[src/inc/rcs_defines.svh]
// Purpose: Constants for the reverse channel sequencer
// Assumes: 125 MHz reference clock
// Notes: Offsets are byte addresses on the APB register port
`ifndef RCS_DEFINES_SVH
`define RCS_DEFINES_SVH
`define RCS_OFF_CTRL 12'h000
`define RCS_OFF_OHR 12'h004
`define RCS_OFF_IOR 12'h008
`define RCS_OFF_STAT 12'h00C
`define RCS_OFF_LINES 12'h010
`define RCS_OFF_SEDGE 12'h014
`define RCS_CLK_MHZ 125
`define RCS_SETUP_NS 500
`define RCS_SETUP_CYC ((`RCS_SETUP_NS * `RCS_CLK_MHZ + 999) / 1000)
`define RCS_ST_DATA_REQUEST_FLAG 0
`define RCS_ST_IDLE 1
`define RCS_ST_ILL 2
`endif

[src/inc/rcs_pkg.sv]
// Purpose: Types for the reverse channel sequencer
// Assumes: Nothing beyond the defines header
// Notes: Mode codes are software visible in the control register
package rcs_pkg;
    typedef enum logic [1:0]
    {
        RCS_MODE_SW = 2'b00,
        RCS_MODE_PNIB = 2'b01,
        RCS_MODE_HBYTE = 2'b10,
        RCS_MODE_PBYTE = 2'b11
    } rcs_mode_t;
    typedef enum logic [3:0]
    {
        RCS_S_IDLE = 4'b0000,
        RCS_S_SETUP = 4'b0001,
        RCS_S_ACKLO = 4'b0010,
        RCS_S_WAITHI = 4'b0011,
        RCS_S_WAITLO = 4'b0100,
        RCS_S_HIGHLO = 4'b0101,
        RCS_S_HIGHWT = 4'b0110,
        RCS_S_REST = 4'b0111,
        RCS_S_RISE = 4'b1000,
        RCS_S_STROBE = 4'b1001,
        RCS_S_SWAIT = 4'b1010,
        RCS_S_HWAIT = 4'b1011,
        RCS_S_START = 4'b1100
    } rcs_state_t;
    // Host-to-device control lines, sampled synchronously
    typedef struct packed
    {
        logic select_in_n;
        logic init_n;
        logic auto_fd_n;
        logic strobe_n;
        logic fault_n;
        logic ack_n;
    } rcs_lines_in_t;
    // Device-driven control lines
    typedef struct packed
    {
        logic busy;
        logic perror;
        logic select;
        logic fault_n;
        logic ack_n;
        logic auto_fd_n;
        logic strobe_n;
    } rcs_lines_out_t;
endpackage

[src/hw/rcs_seq.sv]
// How it works
// - Nibble entry sets request and idle, silently
// - Nibble mode: data inputs, status lines carry nibble
// - Write while idle loads byte, clears idle
// - Low nibble valid, ack low, then high nibble
// - High nibble held, ack low, restore software lines
// - Pair done: idle or reload, ack high, resume
// - Nibble mode: select and init edges flagged
// - Nibble mode: badly timed select drop is illegal
// - Host byte entry: inputs, idle clear, wait
// - Host byte: autofd low, ack low, latch data
// - Host byte: strobe high after hold, check fault
// - Host byte mode raises no status events
// - Peripheral byte entry sets request and idle
// - Peripheral byte drives data while select high
// - Peripheral byte: setup, ack low, await autofd
// - Request still set means idle until written
// - Strobe rise then autofd low reloads byte
// - Select drop outside strobe window is illegal
// - Peripheral byte: select and init edges flagged
// - Nibble bit order busy, perror, select, fault
//
// Purpose: Reverse channel handshake sequencer with APB registers
// Assumes: Pins synchronous to REF_CLK_IN
// Notes: Status edges are sticky bits, write one to clear
//
// The address map and the APB register port are this design's own decisions.
`timescale 1ns/100ps
`include "rcs_defines.svh"
module rcs_seq
#(
    parameter int SETUP_CYC = `RCS_SETUP_CYC
)
(
    input wire logic REF_CLK_IN,
    input wire logic RST_N_IN,
    input wire logic CLK_EN_IN,
    input wire logic PSEL_IN,
    input wire logic PENABLE_IN,
    input wire logic PWRITE_IN,
    input wire logic [11:0] PADDR_IN,
    input wire logic [31:0] PWDATA_IN,
    output logic [31:0] PRDATA_OUT,
    output logic PREADY_OUT,
    output logic PSLVERR_OUT,
    input wire rcs_pkg::rcs_lines_in_t LINES_IN,
    output rcs_pkg::rcs_lines_out_t LINES_OUT,
    input wire logic [7:0] DATA_IN,
    output logic [7:0] DATA_OUT,
    output logic [7:0] DATA_OE_N_OUT
);
    import rcs_pkg::*;

    // ------------------------------------------------------------
    // Bus decode
    // ------------------------------------------------------------
    wire acc = PSEL_IN && PENABLE_IN && CLK_EN_IN;
    wire wr = acc && PWRITE_IN;
    wire hit_ctrl = PADDR_IN == `RCS_OFF_CTRL;
    wire hit_ohr = PADDR_IN == `RCS_OFF_OHR;
    wire hit_ior = PADDR_IN == `RCS_OFF_IOR;
    wire hit_stat = PADDR_IN == `RCS_OFF_STAT;
    wire hit_lines = PADDR_IN == `RCS_OFF_LINES;
    wire hit_sedge = PADDR_IN == `RCS_OFF_SEDGE;
    wire mapped = hit_ctrl | hit_ohr | hit_ior | hit_stat | hit_lines | hit_sedge;
    wire wr_ohr = wr && hit_ohr;

    rcs_mode_t mode_q;
    rcs_state_t st_q, st_d;
    rcs_lines_out_t sw_q;
    rcs_lines_in_t prev_q;
    logic [7:0] ohr_q, ior_q, dir_q, pdata_q;
    logic ohr_full_q, data_request_flag_q, idle_q, ill_q, hi_nib_q, nib_on_q;
    logic auto_q, strobe_q, ack_q;
    logic [3:0] sedge_q;
    logic [15:0] cnt_q;
    logic win_q;

    assign PREADY_OUT = 1'b1;
    assign PSLVERR_OUT = PSEL_IN && PENABLE_IN && !mapped;

    // ------------------------------------------------------------
    // Pin and timer helpers
    // ------------------------------------------------------------
    wire cnt_done = cnt_q >= 16'(SETUP_CYC);
    wire fd_n = LINES_IN.auto_fd_n;
    wire sel_fall = prev_q.select_in_n && !LINES_IN.select_in_n;
    wire strobe_rise = !prev_q.strobe_n && LINES_IN.strobe_n;
    wire fd_fall = prev_q.auto_fd_n && !fd_n;
    wire in_nib = mode_q == RCS_MODE_PNIB;
    wire in_pbyte = mode_q == RCS_MODE_PBYTE;
    wire in_hbyte = mode_q == RCS_MODE_HBYTE;
    wire ctrl_wr = wr && hit_ctrl;
    wire [1:0] new_mode = PWDATA_IN[1:0];
    wire [3:0] nib_val = hi_nib_q ? ior_q[7:4] : ior_q[3:0];
    // Byte pending: written by software and not yet loaded
    wire pend = ohr_full_q;

    // ------------------------------------------------------------
    // Sequencer
    // ------------------------------------------------------------
    logic load, take_in, set_idle, clr_idle, restart;
    always_comb
    begin
        st_d = st_q;
        load = 1'b0;
        take_in = 1'b0;
        set_idle = 1'b0;
        clr_idle = 1'b0;
        restart = 1'b0;
        unique case (st_q)
            RCS_S_IDLE:
            begin
                if ((in_nib || in_pbyte) && idle_q && pend)
                begin
                    load = 1'b1;
                    clr_idle = 1'b1;
                    st_d = RCS_S_SETUP;
                    restart = 1'b1;
                end
            end
            RCS_S_START:
                if (cnt_done)
                    st_d = RCS_S_STROBE;
            RCS_S_SETUP:
                if (cnt_done)
                    st_d = RCS_S_ACKLO;
            RCS_S_ACKLO:
                if (fd_n)
                begin
                    if (in_nib)
                        st_d = RCS_S_WAITLO;
                    else if (pend)
                        st_d = RCS_S_RISE;
                    else
                    begin
                        set_idle = 1'b1;
                        st_d = RCS_S_HWAIT;
                    end
                    restart = 1'b1;
                end
            RCS_S_HWAIT:
                if (pend)
                begin
                    clr_idle = 1'b1;
                    st_d = RCS_S_RISE;
                end
            RCS_S_RISE:
                if (strobe_rise)
                    st_d = RCS_S_WAITHI;
            RCS_S_WAITHI:
                if (in_pbyte && !fd_n)
                begin
                    load = 1'b1;
                    st_d = RCS_S_SETUP;
                    restart = 1'b1;
                end
            RCS_S_WAITLO:
                if (cnt_done && !fd_n)
                    st_d = RCS_S_HIGHLO;
            RCS_S_HIGHLO:
                if (fd_n)
                begin
                    if (pend)
                    begin
                        load = 1'b1;
                        clr_idle = 1'b1;
                        restart = 1'b1;
                        st_d = RCS_S_REST;
                    end
                    else
                    begin
                        set_idle = 1'b1;
                        st_d = RCS_S_HIGHWT;
                    end
                end
            RCS_S_HIGHWT:
                if (pend)
                begin
                    load = 1'b1;
                    clr_idle = 1'b1;
                    restart = 1'b1;
                    st_d = RCS_S_REST;
                end
            RCS_S_REST:
                if (cnt_done && !fd_n)
                begin
                    restart = 1'b1;
                    st_d = RCS_S_SETUP;
                end
            RCS_S_STROBE:
                if (!LINES_IN.ack_n && !data_request_flag_q)
                begin
                    take_in = 1'b1;
                    restart = 1'b1;
                    st_d = RCS_S_SWAIT;
                end
            RCS_S_SWAIT:
                if (!data_request_flag_q && LINES_IN.ack_n && cnt_done)
                begin
                    if (!LINES_IN.fault_n)
                        st_d = RCS_S_STROBE;
                    else
                    begin
                        set_idle = 1'b1;
                        st_d = RCS_S_IDLE;
                    end
                end
            default:
                st_d = RCS_S_IDLE;
        endcase
    end

    // Phase-driven line values
    wire ack_low = st_q == RCS_S_ACKLO || st_q == RCS_S_HIGHLO || st_q == RCS_S_HWAIT
        || st_q == RCS_S_HIGHWT || (st_q == RCS_S_REST && !cnt_done);
    wire fd_low = st_q == RCS_S_STROBE;
    wire strobe_low = st_q == RCS_S_SWAIT;

    // ------------------------------------------------------------
    // State registers
    // ------------------------------------------------------------
    always_ff @(posedge REF_CLK_IN or negedge RST_N_IN)
    begin
        if (!RST_N_IN)
        begin
            st_q <= RCS_S_IDLE;
            mode_q <= RCS_MODE_SW;
            cnt_q <= 16'h0000;
            prev_q <= '1;
            hi_nib_q <= 1'b0;
            nib_on_q <= 1'b0;
            win_q <= 1'b0;
        end
        else if (CLK_EN_IN)
        begin
            prev_q <= LINES_IN;
            if (ctrl_wr)
            begin
                mode_q <= rcs_mode_t'(new_mode);
                st_q <= rcs_mode_t'(new_mode) == RCS_MODE_HBYTE ? RCS_S_START : RCS_S_IDLE;
                cnt_q <= 16'h0000;
                hi_nib_q <= 1'b0;
                nib_on_q <= rcs_mode_t'(new_mode) == RCS_MODE_PNIB;
                win_q <= 1'b0;
            end
            else
            begin
                st_q <= st_d;
                cnt_q <= restart ? 16'h0000 : (cnt_done ? cnt_q : cnt_q + 16'h0001);
                if (st_q == RCS_S_ACKLO && st_d == RCS_S_WAITLO)
                    hi_nib_q <= 1'b1;
                if (st_q == RCS_S_REST && st_d == RCS_S_SETUP)
                    hi_nib_q <= 1'b0;
                if (st_q == RCS_S_HIGHLO && fd_n)
                    nib_on_q <= 1'b0;
                if (st_q == RCS_S_REST && st_d == RCS_S_SETUP)
                    nib_on_q <= 1'b1;
                if (strobe_rise)
                    win_q <= 1'b1;
                else if (fd_fall)
                    win_q <= 1'b0;
            end
        end
    end

    // ------------------------------------------------------------
    // Data path and flags
    // ------------------------------------------------------------
    wire enter_req = ctrl_wr && (new_mode == RCS_MODE_PNIB || new_mode == RCS_MODE_PBYTE);
    wire nib_bad = in_nib && sel_fall
        && (st_q == RCS_S_SETUP || st_q == RCS_S_ACKLO || st_q == RCS_S_HIGHLO
        || st_q == RCS_S_HIGHWT || st_q == RCS_S_REST);
    wire pb_bad = in_pbyte && sel_fall && !win_q;
    wire edges = (in_nib || in_pbyte) && !in_hbyte;
    wire [3:0] sev = {prev_q.init_n & !LINES_IN.init_n, !prev_q.init_n & LINES_IN.init_n,
        sel_fall, !prev_q.select_in_n & LINES_IN.select_in_n};
    wire [3:0] sclr = (wr && hit_sedge) ? PWDATA_IN[3:0] : 4'h0;

    always_ff @(posedge REF_CLK_IN or negedge RST_N_IN)
    begin
        if (!RST_N_IN)
        begin
            ohr_q <= 8'h00;
            ohr_full_q <= 1'b0;
            ior_q <= 8'h00;
            data_request_flag_q <= 1'b0;
            idle_q <= 1'b0;
            ill_q <= 1'b0;
            sw_q <= '1;
            dir_q <= 8'h00;
            pdata_q <= 8'h00;
            sedge_q <= 4'h0;
            auto_q <= 1'b1;
            strobe_q <= 1'b1;
            ack_q <= 1'b1;
        end
        else if (CLK_EN_IN)
        begin
            auto_q <= !fd_low;
            strobe_q <= !strobe_low;
            ack_q <= !ack_low;
            if (wr_ohr)
            begin
                ohr_q <= PWDATA_IN[7:0];
                ohr_full_q <= 1'b1;
            end
            else if (load)
                ohr_full_q <= 1'b0;
            if (load)
                ior_q <= ohr_q;
            else if (take_in)
                ior_q <= DATA_IN;
            // Every load asks for the next byte, the first one after idle too
            if (enter_req || take_in || load)
                data_request_flag_q <= 1'b1;
            else if (wr_ohr || (wr && hit_ior) || (!wr && acc && hit_ior))
                data_request_flag_q <= 1'b0;
            if (enter_req || set_idle)
                idle_q <= 1'b1;
            else if (clr_idle || (ctrl_wr && new_mode == RCS_MODE_HBYTE))
                idle_q <= 1'b0;
            if (nib_bad || pb_bad)
                ill_q <= 1'b1;
            else if (wr && hit_stat && PWDATA_IN[`RCS_ST_ILL])
                ill_q <= 1'b0;
            sedge_q <= (sedge_q & ~sclr) | (edges ? sev : 4'h0);
            if (wr && hit_lines)
                sw_q <= rcs_lines_out_t'(PWDATA_IN[6:0]);
            if (wr && hit_ctrl)
            begin
                dir_q <= PWDATA_IN[15:8];
                pdata_q <= PWDATA_IN[23:16];
            end
        end
    end

    // ------------------------------------------------------------
    // Read mux
    // ------------------------------------------------------------
    wire [31:0] rd_stat = {29'h0, ill_q, idle_q, data_request_flag_q};
    always_ff @(posedge REF_CLK_IN or negedge RST_N_IN)
    begin
        if (!RST_N_IN)
            PRDATA_OUT <= 32'h0000_0000;
        else if (CLK_EN_IN && PSEL_IN && !PENABLE_IN && !PWRITE_IN)
            PRDATA_OUT <= hit_ctrl ? {8'h00, pdata_q, dir_q, 6'h00, mode_q}
                : hit_ior ? {24'h0, ior_q}
                : hit_stat ? rd_stat
                : hit_lines ? {20'h0, 6'(LINES_IN), 6'h00}
                : hit_sedge ? {28'h0, sedge_q}
                : 32'h0000_0000;
    end

    // ------------------------------------------------------------
    // Pin drive
    // ------------------------------------------------------------
    wire drive_data = in_pbyte ? LINES_IN.select_in_n
        : (in_nib || in_hbyte) ? 1'b0 : 1'b1;
    assign DATA_OUT = in_pbyte ? ior_q : pdata_q;
    assign DATA_OE_N_OUT = drive_data ? (in_pbyte ? 8'h00 : ~dir_q) : 8'hFF;
    always_comb
    begin
        LINES_OUT = sw_q;
        if (in_nib)
        begin
            LINES_OUT.ack_n = ack_q;
            if (nib_on_q)
            begin
                LINES_OUT.busy = nib_val[3];
                LINES_OUT.perror = nib_val[2];
                LINES_OUT.select = nib_val[1];
                LINES_OUT.fault_n = nib_val[0];
            end
        end
        else if (in_pbyte)
            LINES_OUT.ack_n = ack_q;
        else if (in_hbyte)
        begin
            LINES_OUT.auto_fd_n = auto_q;
            LINES_OUT.strobe_n = strobe_q;
        end
    end
endmodule

[config.mk]
export PLATFORM = sky130hd
export DESIGN_NAME = rcs_seq
export DESIGN_NICKNAME = d
export VERILOG_FILES = /design/src/inc/rcs_pkg.sv /design/src/hw/rcs_seq.sv
export VERILOG_INCLUDE_DIRS = /design/src /design/src/inc
export SDC_FILE = /design/constraint.sdc
export NUM_CORES = 1
export LEC_CHECK = 0
export BUFFER_PORTS_ARGS = -buffer_cell sky130_fd_sc_hd__buf_4
export CAP_MARGIN = 10
export CORE_MARGIN = 5
export CORE_UTILIZATION = 55
export DETAILED_ROUTE_END_ITERATION = 8
export GPL_TIMING_DRIVEN = 0
export PLACE_DENSITY = 0.8
export SLEW_MARGIN = 5
export SYNTH_ARGS = -nofsm -noshare
export SYNTH_HDL_FRONTEND = slang
export SYNTH_SLANG_ARGS = --single-unit
[constraint.sdc]
create_clock -name REF_CLK_IN -period 2.5 [get_ports REF_CLK_IN]
set_clock_uncertainty 0.2 [all_clocks]
set_input_delay 0.125 -clock REF_CLK_IN [delete_from_list [all_inputs] [get_ports REF_CLK_IN]]
set_output_delay 0.125 -clock REF_CLK_IN [all_outputs]
set_load 0.01 [all_outputs]
**Word-level counts from Yosys, hierarchy flattened**

Cells that the tools add are included.

- $add $sub $neg: 1
- Bitwise logic cells: 12
- $lt $le $gt $ge: 1
- Muxes and demuxes: 80
- Reduce and logical (&&, ||, !) cells: 96
- Equality and inequality tests: 26

Operators with widths:

| cell | number |
|---|---|
| $mux 4 | 23 |
| $pmux 4 s13 | 1 |
| $mux 16 | 3 |
| $mux 8 | 5 |
| $logic_and 1x1->1 | 37 |
| $mux 1 | 36 |
| $mux 12 | 3 |
| $eq 12x4->1 const B | 2 |
| $eq 12x5->1 const B | 2 |
| $mux 24 | 1 |
| $reduce_and 2->1 | 12 |
| $eq 4x3->1 const B | 5 |
| $eq 4x4->1 const B | 5 |
| $logic_not 1->1 | 18 |
| $logic_or 1x1->1 | 18 |
| $add 16x1->16 const B | 1 |
| $ge 16x6->1 const B | 1 |
| $eq 12x3->1 const B | 1 |
| $logic_not 12->1 | 1 |
| $reduce_bool 2->1 | 5 |
| $reduce_bool 3->1 | 3 |
| $eq 2x2->1 const B | 4 |
| $eq 4x1->1 const B | 2 |
| $eq 4x2->1 const B | 2 |
| 14 further kinds | 25 |

- Flip-flop bits (word level): 111
- Word-level logic and storage cells: 246

**Depth between registers and ports, before layout**

- Word-level depth: 11
- Depth in mapped cells: 9

**Worst setup path after synthesis**

No wires, ideal clock.

- Path type: register -> register
- Start: register mode_q[1]
- End: register cnt_q[2]
- Clock period less this slack: 2.246 ns
- Data required time: 2.213 ns
- Setup slack: 0.254 ns
- Library setup time: 0.087 ns
- Arrival: 1.959 ns
- Cell stages (with the launch flop): 9
- Cell sequence: dfrtp_1 inv_1 ha_1 nor2_2 nor4_4 or3_1 buf_4 o31a_1 o221ai_2

- Cells in the longest elaborated chain, start to end: 8

Ends and longest elaborated chain:

| what | RTL line | source |
|---|---|---|
| start, declared | rcs_seq.sv:68 | `rcs_mode_t mode_q;` |
| start signal, assigned | rcs_seq.sv:240 | `mode_q <= rcs_mode_t'(new_mode);` |
| $eq 2x1->1 or $eq 2x2->1 (tied branches) | rcs_seq.sv:90, rcs_seq.sv:91 |  |
| $logic_or 1x1->1 | rcs_seq.sv:114 | `if ((in_nib \|\| in_pbyte) && idle_q && pend)` |
| $logic_and 1x1->1 (2 in a row) | rcs_seq.sv:114 |  |
| $mux 1 | rcs_seq.sv:114 |  |
| $pmux 1 s7 (*) | rcs_seq.sv:111 | `unique case (st_q)` |
| $ne 3x1->1 (no line) or $mux 16 (tied branches) | - |  |
| $reduce_and 2->1 (no line) or $mux 16 (tied branches) | - |  |
| end signal, assigned | rcs_seq.sv:250 | `cnt_q <= restart ? 16'h0000 : (cnt_done ? cnt_q : cnt_q + 16'h0001);` |
| end, declared | rcs_seq.sv:76 | `logic [15:0] cnt_q;` |

Every way passes the cells marked *; elsewhere a longest branch is shown, timed or not.
A chain may end at the register's enable or synchronous reset.

**Worst setup path in the final report**

- Start: input port PADDR_IN[2]
- End: register PRDATA_OUT[7]

- Cells in the longest elaborated chain, start to end: 5

Ends and longest elaborated chain:

| what | RTL line | source |
|---|---|---|
| start, declared | rcs_seq.sv:41 | `input wire logic [11:0] PADDR_IN,` |
| $eq 12x5->1 (no line) | - |  |
| $mux 12 | rcs_seq.sv:350 | `: hit_lines ? {20'h0, 6'(LINES_IN), 6'h00}` |
| $mux 12 | rcs_seq.sv:349 | `: hit_stat ? rd_stat` |
| $mux 12 | rcs_seq.sv:348 | `: hit_ior ? {24'h0, ior_q}` |
| $mux 24 (*) | rcs_seq.sv:347 | `PRDATA_OUT <= hit_ctrl ? {8'h00, pdata_q, dir_q, 6'h00, mode_q}` |
| end signal, assigned | rcs_seq.sv:347 |  |
| end, declared | rcs_seq.sv:43 | `output logic [31:0] PRDATA_OUT,` |

Marked as above.

==> flow_summary_export.csv <==
group,metric,value,unit
outcome,status,"finished, final reports clean",
clocking,clkSlewWorstSetupHoldPaths,110,ps
floorplan,start_util,0.5545,
finish,multi_input_area,0.002853,mm2
global_route,grt-ovfl-total,0,
finish,nNetsFinal,846,
place,hpwlAfterDp,12660,um
synth,ys_top_cells_by_area,"dfrtp_1, nand2_1, dfstp_2, mux2i_1, a21oi_1",
synth,synth-edff-count,0,
finish,nFillCells,723,
detailed_routing,routed_wirelength,18090,um
timing,fmax,409.8,MHz
synth,avgSynthCellArea,9.244,um2
floorplan,dieWidth,111.3,um
global_route,grt_pass1_wl,29210,um
worst_setup_path,reg2reg_depth,8,
worst_setup_path,startpoint,"PADDR_IN[2]",
floorplan,num_rows,37,
finish,fin_util,0.7299,
finish,area_growth,31.61,%
synth,yosysTopAreaCell,"dfrtp_1",
finish,drive_gt1_frac,0.2605,
timing,finalHoldViolCount,0,
detailed_routing,vias,5466,
clocking,htree_levels,3,
job,drv_cap,0,
global_route,grt.total_usage,0.2962,
synth,ys_seq_area_frac,0.4595,
worst_setup_path,crit_path_end,"PRDATA_OUT[7]$_DFFE_PN0P_",
detailed_routing,detail_route.wl_per_cell,19.68,um
timing,slew_viol_final,0,
finish,seq_area,0.002596,mm2
finish,diodes,0,
synth,netlist_top_cells_count,"nand2_1, dfrtp_1, a21oi_1",
timing,post-route-period-util,0.9760,
floorplan,dieArea,0.01240,mm2
power,powerDensity,636.4,mW/mm2
floorplan,core,0.01018,mm2
worst_setup_path,crit_required,2630,ps
worst_setup_path,arrival,2570,ps
timing,setup_ws,59.96,ps
worst_setup_path,path_class,"in -> reg",
global_route,grt_pass1_vias,5504,
synth,synth_top_area_share,0.3943,
timing,max_slew_margin,0.4327,
place,routabilityCongestion,0.9362,
synth,ys.flop_type,"dfrtp_1",
global_route,antenna_found_initial,0,
clocking,clock-sinks,103,
global_route,grt_start_max_net_pins,63,
power,ir_drop,0.5386,mV
worst_setup_path,r2r-end,"ior_q[6]$_DFFE_PN0P_",
place,dp_slack,-93.95,ps
worst_setup_path,crit_fanout,9,
clocking,clockRootBuffer,"clkbuf_8",
worst_setup_path,start_kind,"input pin",
detailed_routing,drc_errors,0,
place,port_buffers,102,
worst_setup_path,r2r_slack,70,ps
synth,ys_async_sr_fraction,1.000,
timing,min_period,2440,ps
floorplan,ios,121,
clocking,clock_latency,400,ps
detailed_routing,antenna_left,0,
synth,synth.distinct_cells,69,
clocking,cts_buffers,9,
clocking,cts_buffer_depth,2,
detailed_routing,drtIter0Drc,481,
synth,synthCells,611,
floorplan,die_y,111.3,um
clocking,tritoncts,"built",
min_path,hold_class,"in -> reg",
timing,tightest_slew,848.7,ps
timing,setup_viol,0,
worst_setup_path,reg2reg_from,"st_q[1]$_DFFE_PN0P_",
synth,syn_area,0.005648,mm2
power,power.leakage,3.500,nW
detailed_routing,first_pass_iters,8,
worst_setup_path,worstSetupEndpointType,"flip-flop",
synth,postSynthRegisterBits,103,
detailed_routing,vias_per_cell,5.948,
synth,yosysWarnings,0,
synth,synth.most_common_cell,"nand2_1",
-- sequential cells by signal (all words and copies together), names as in the netlist, 2 cells and up --
signal,flops
pdata_q,8
sedge_q,4
prev_q,4
mode_q,2
ior_q,8
sw_q,7
st_q,4
dir_q,8
PRDATA_OUT,24
cnt_q,16
ohr_q,8
-- metal layers --
layer / share of wire / track usage / vias to the layer above / wire length, um
met5: 0 / 0 / - / 0
met4: 0.027 / 0.1192 / 0 / 488
met3: 0.083 / 0.05870 / 42 / 1496
met2: 0.48 / 0.4765 / 281 / 8770
met1: 0.41 / 0.3962 / 2648 / 7329
li1: - / - / 2495 / -
-- worst max-delay path: stages --
cell and delay (ps):
dlygate4sd3_1 550, buf_2 200, nor4_1 370, nand4b_1 310, nor2_2 220, nand3_1 90, dlygate4sd3_1 610, nand3_1 80
-- worst min path at each step --
| stage | start | end | slack, ps | depth (start not counted) |
|---|---|---|---|---|
| after floorplan | RST_N_IN | PRDATA_OUT[0]$_DFFE_PN0P_ | -370 | 0 |
| after global placement | PWDATA_IN[12] | dir_q[4]$_DFFE_PN0P_ | 120 | 3 |
| after detailed placement | RST_N_IN | dir_q[1]$_DFFE_PN0P_ | -30 | 1 |
| after CTS | PSEL_IN | PRDATA_OUT[12]$_DFFE_PN0P_ | 40 | 4 |
| after global routing | PSEL_IN | PRDATA_OUT[12]$_DFFE_PN0P_ | 60 | 4 |
| final | PSEL_IN | PRDATA_OUT[12]$_DFFE_PN0P_ | 50 | 4 |
-- cell type report --
cell class,count,area share
plain buffers,39,0.03181
clock buffers,11,0.01902
clock inverters,5,0.008584
inverters,29,0.01464
multi-input cells,445,0.3838
flip-flops and latches,103,0.3493
well taps,136,0.02289
repair buffers,151,0.1700
-- stage by stage --
stage                     setup TNS, ps  hold WS, ps  instance area, um2  total power, mW  cells
final                                 0        48.73                7433            4.730    919
after global routing             -5.688        58.90                7433            4.970    919
after CTS                             0        37.00                7328            4.619    916
after detailed placement          -1005       -29.34                6644            3.422    857
after global placement            -1052        124.7                6610            3.393    856
after floorplan                       0       -370.6                5674            2.940    618
-- layout by cell type (no fill, tap or decap), types with 4 or more instances in the layout --
cell / count
nor2b_1: 9
a22o_1: 4
a221oi_1: 5
nand3_1: 26
o31ai_1: 7
nand4_1: 8
clkbuf_8: 10
a21oi_1: 30
conb_1: 9
dfrtp_1: 88
mux2i_1: 17
nand2b_1: 7
nor3_1: 13
dlygate4sd3_1: 44
or3_1: 5
mux2_2: 13
mux2_1: 13
nor4_1: 8
nand2_1: 120
o21ai_1: 15
and2_1: 4
nor2_1: 28
nand4b_1: 4
dfstp_2: 14
buf_2: 7
clkbuf_1: 12
inv_1: 29
buf_4: 115
o21ai_0: 21
-- cells by family after synthesis --
family | after synthesis | synth area share
buf+inv | 70 | 0.05915
fa+ha+maj | 4 | 0.008862
simple gates | 265 | 0.2359
compound gates | 124 | 0.1533
flops | 103 | 0.4595
mux | 43 | 0.08197
other cells | 2 | 0.001330
-- repair_timing --
item,4_1_cts,5_1_grt
resized for setup,9,21
gates cloned,0,0
hold buffers,44,0
hold endpoints to repair,116,0
setup buffers,0,4
pin swaps,0,5
endpoints found under the setup margin,40,54
-- report_power, final --
part / internal, mW / switching [mW]
sequential: 1.86 / 0.123
combinational: 0.671 / 0.949
clock: 0.504 / 0.627
total: 3.03 / 1.70
Power figures use the tool's default switching activity.
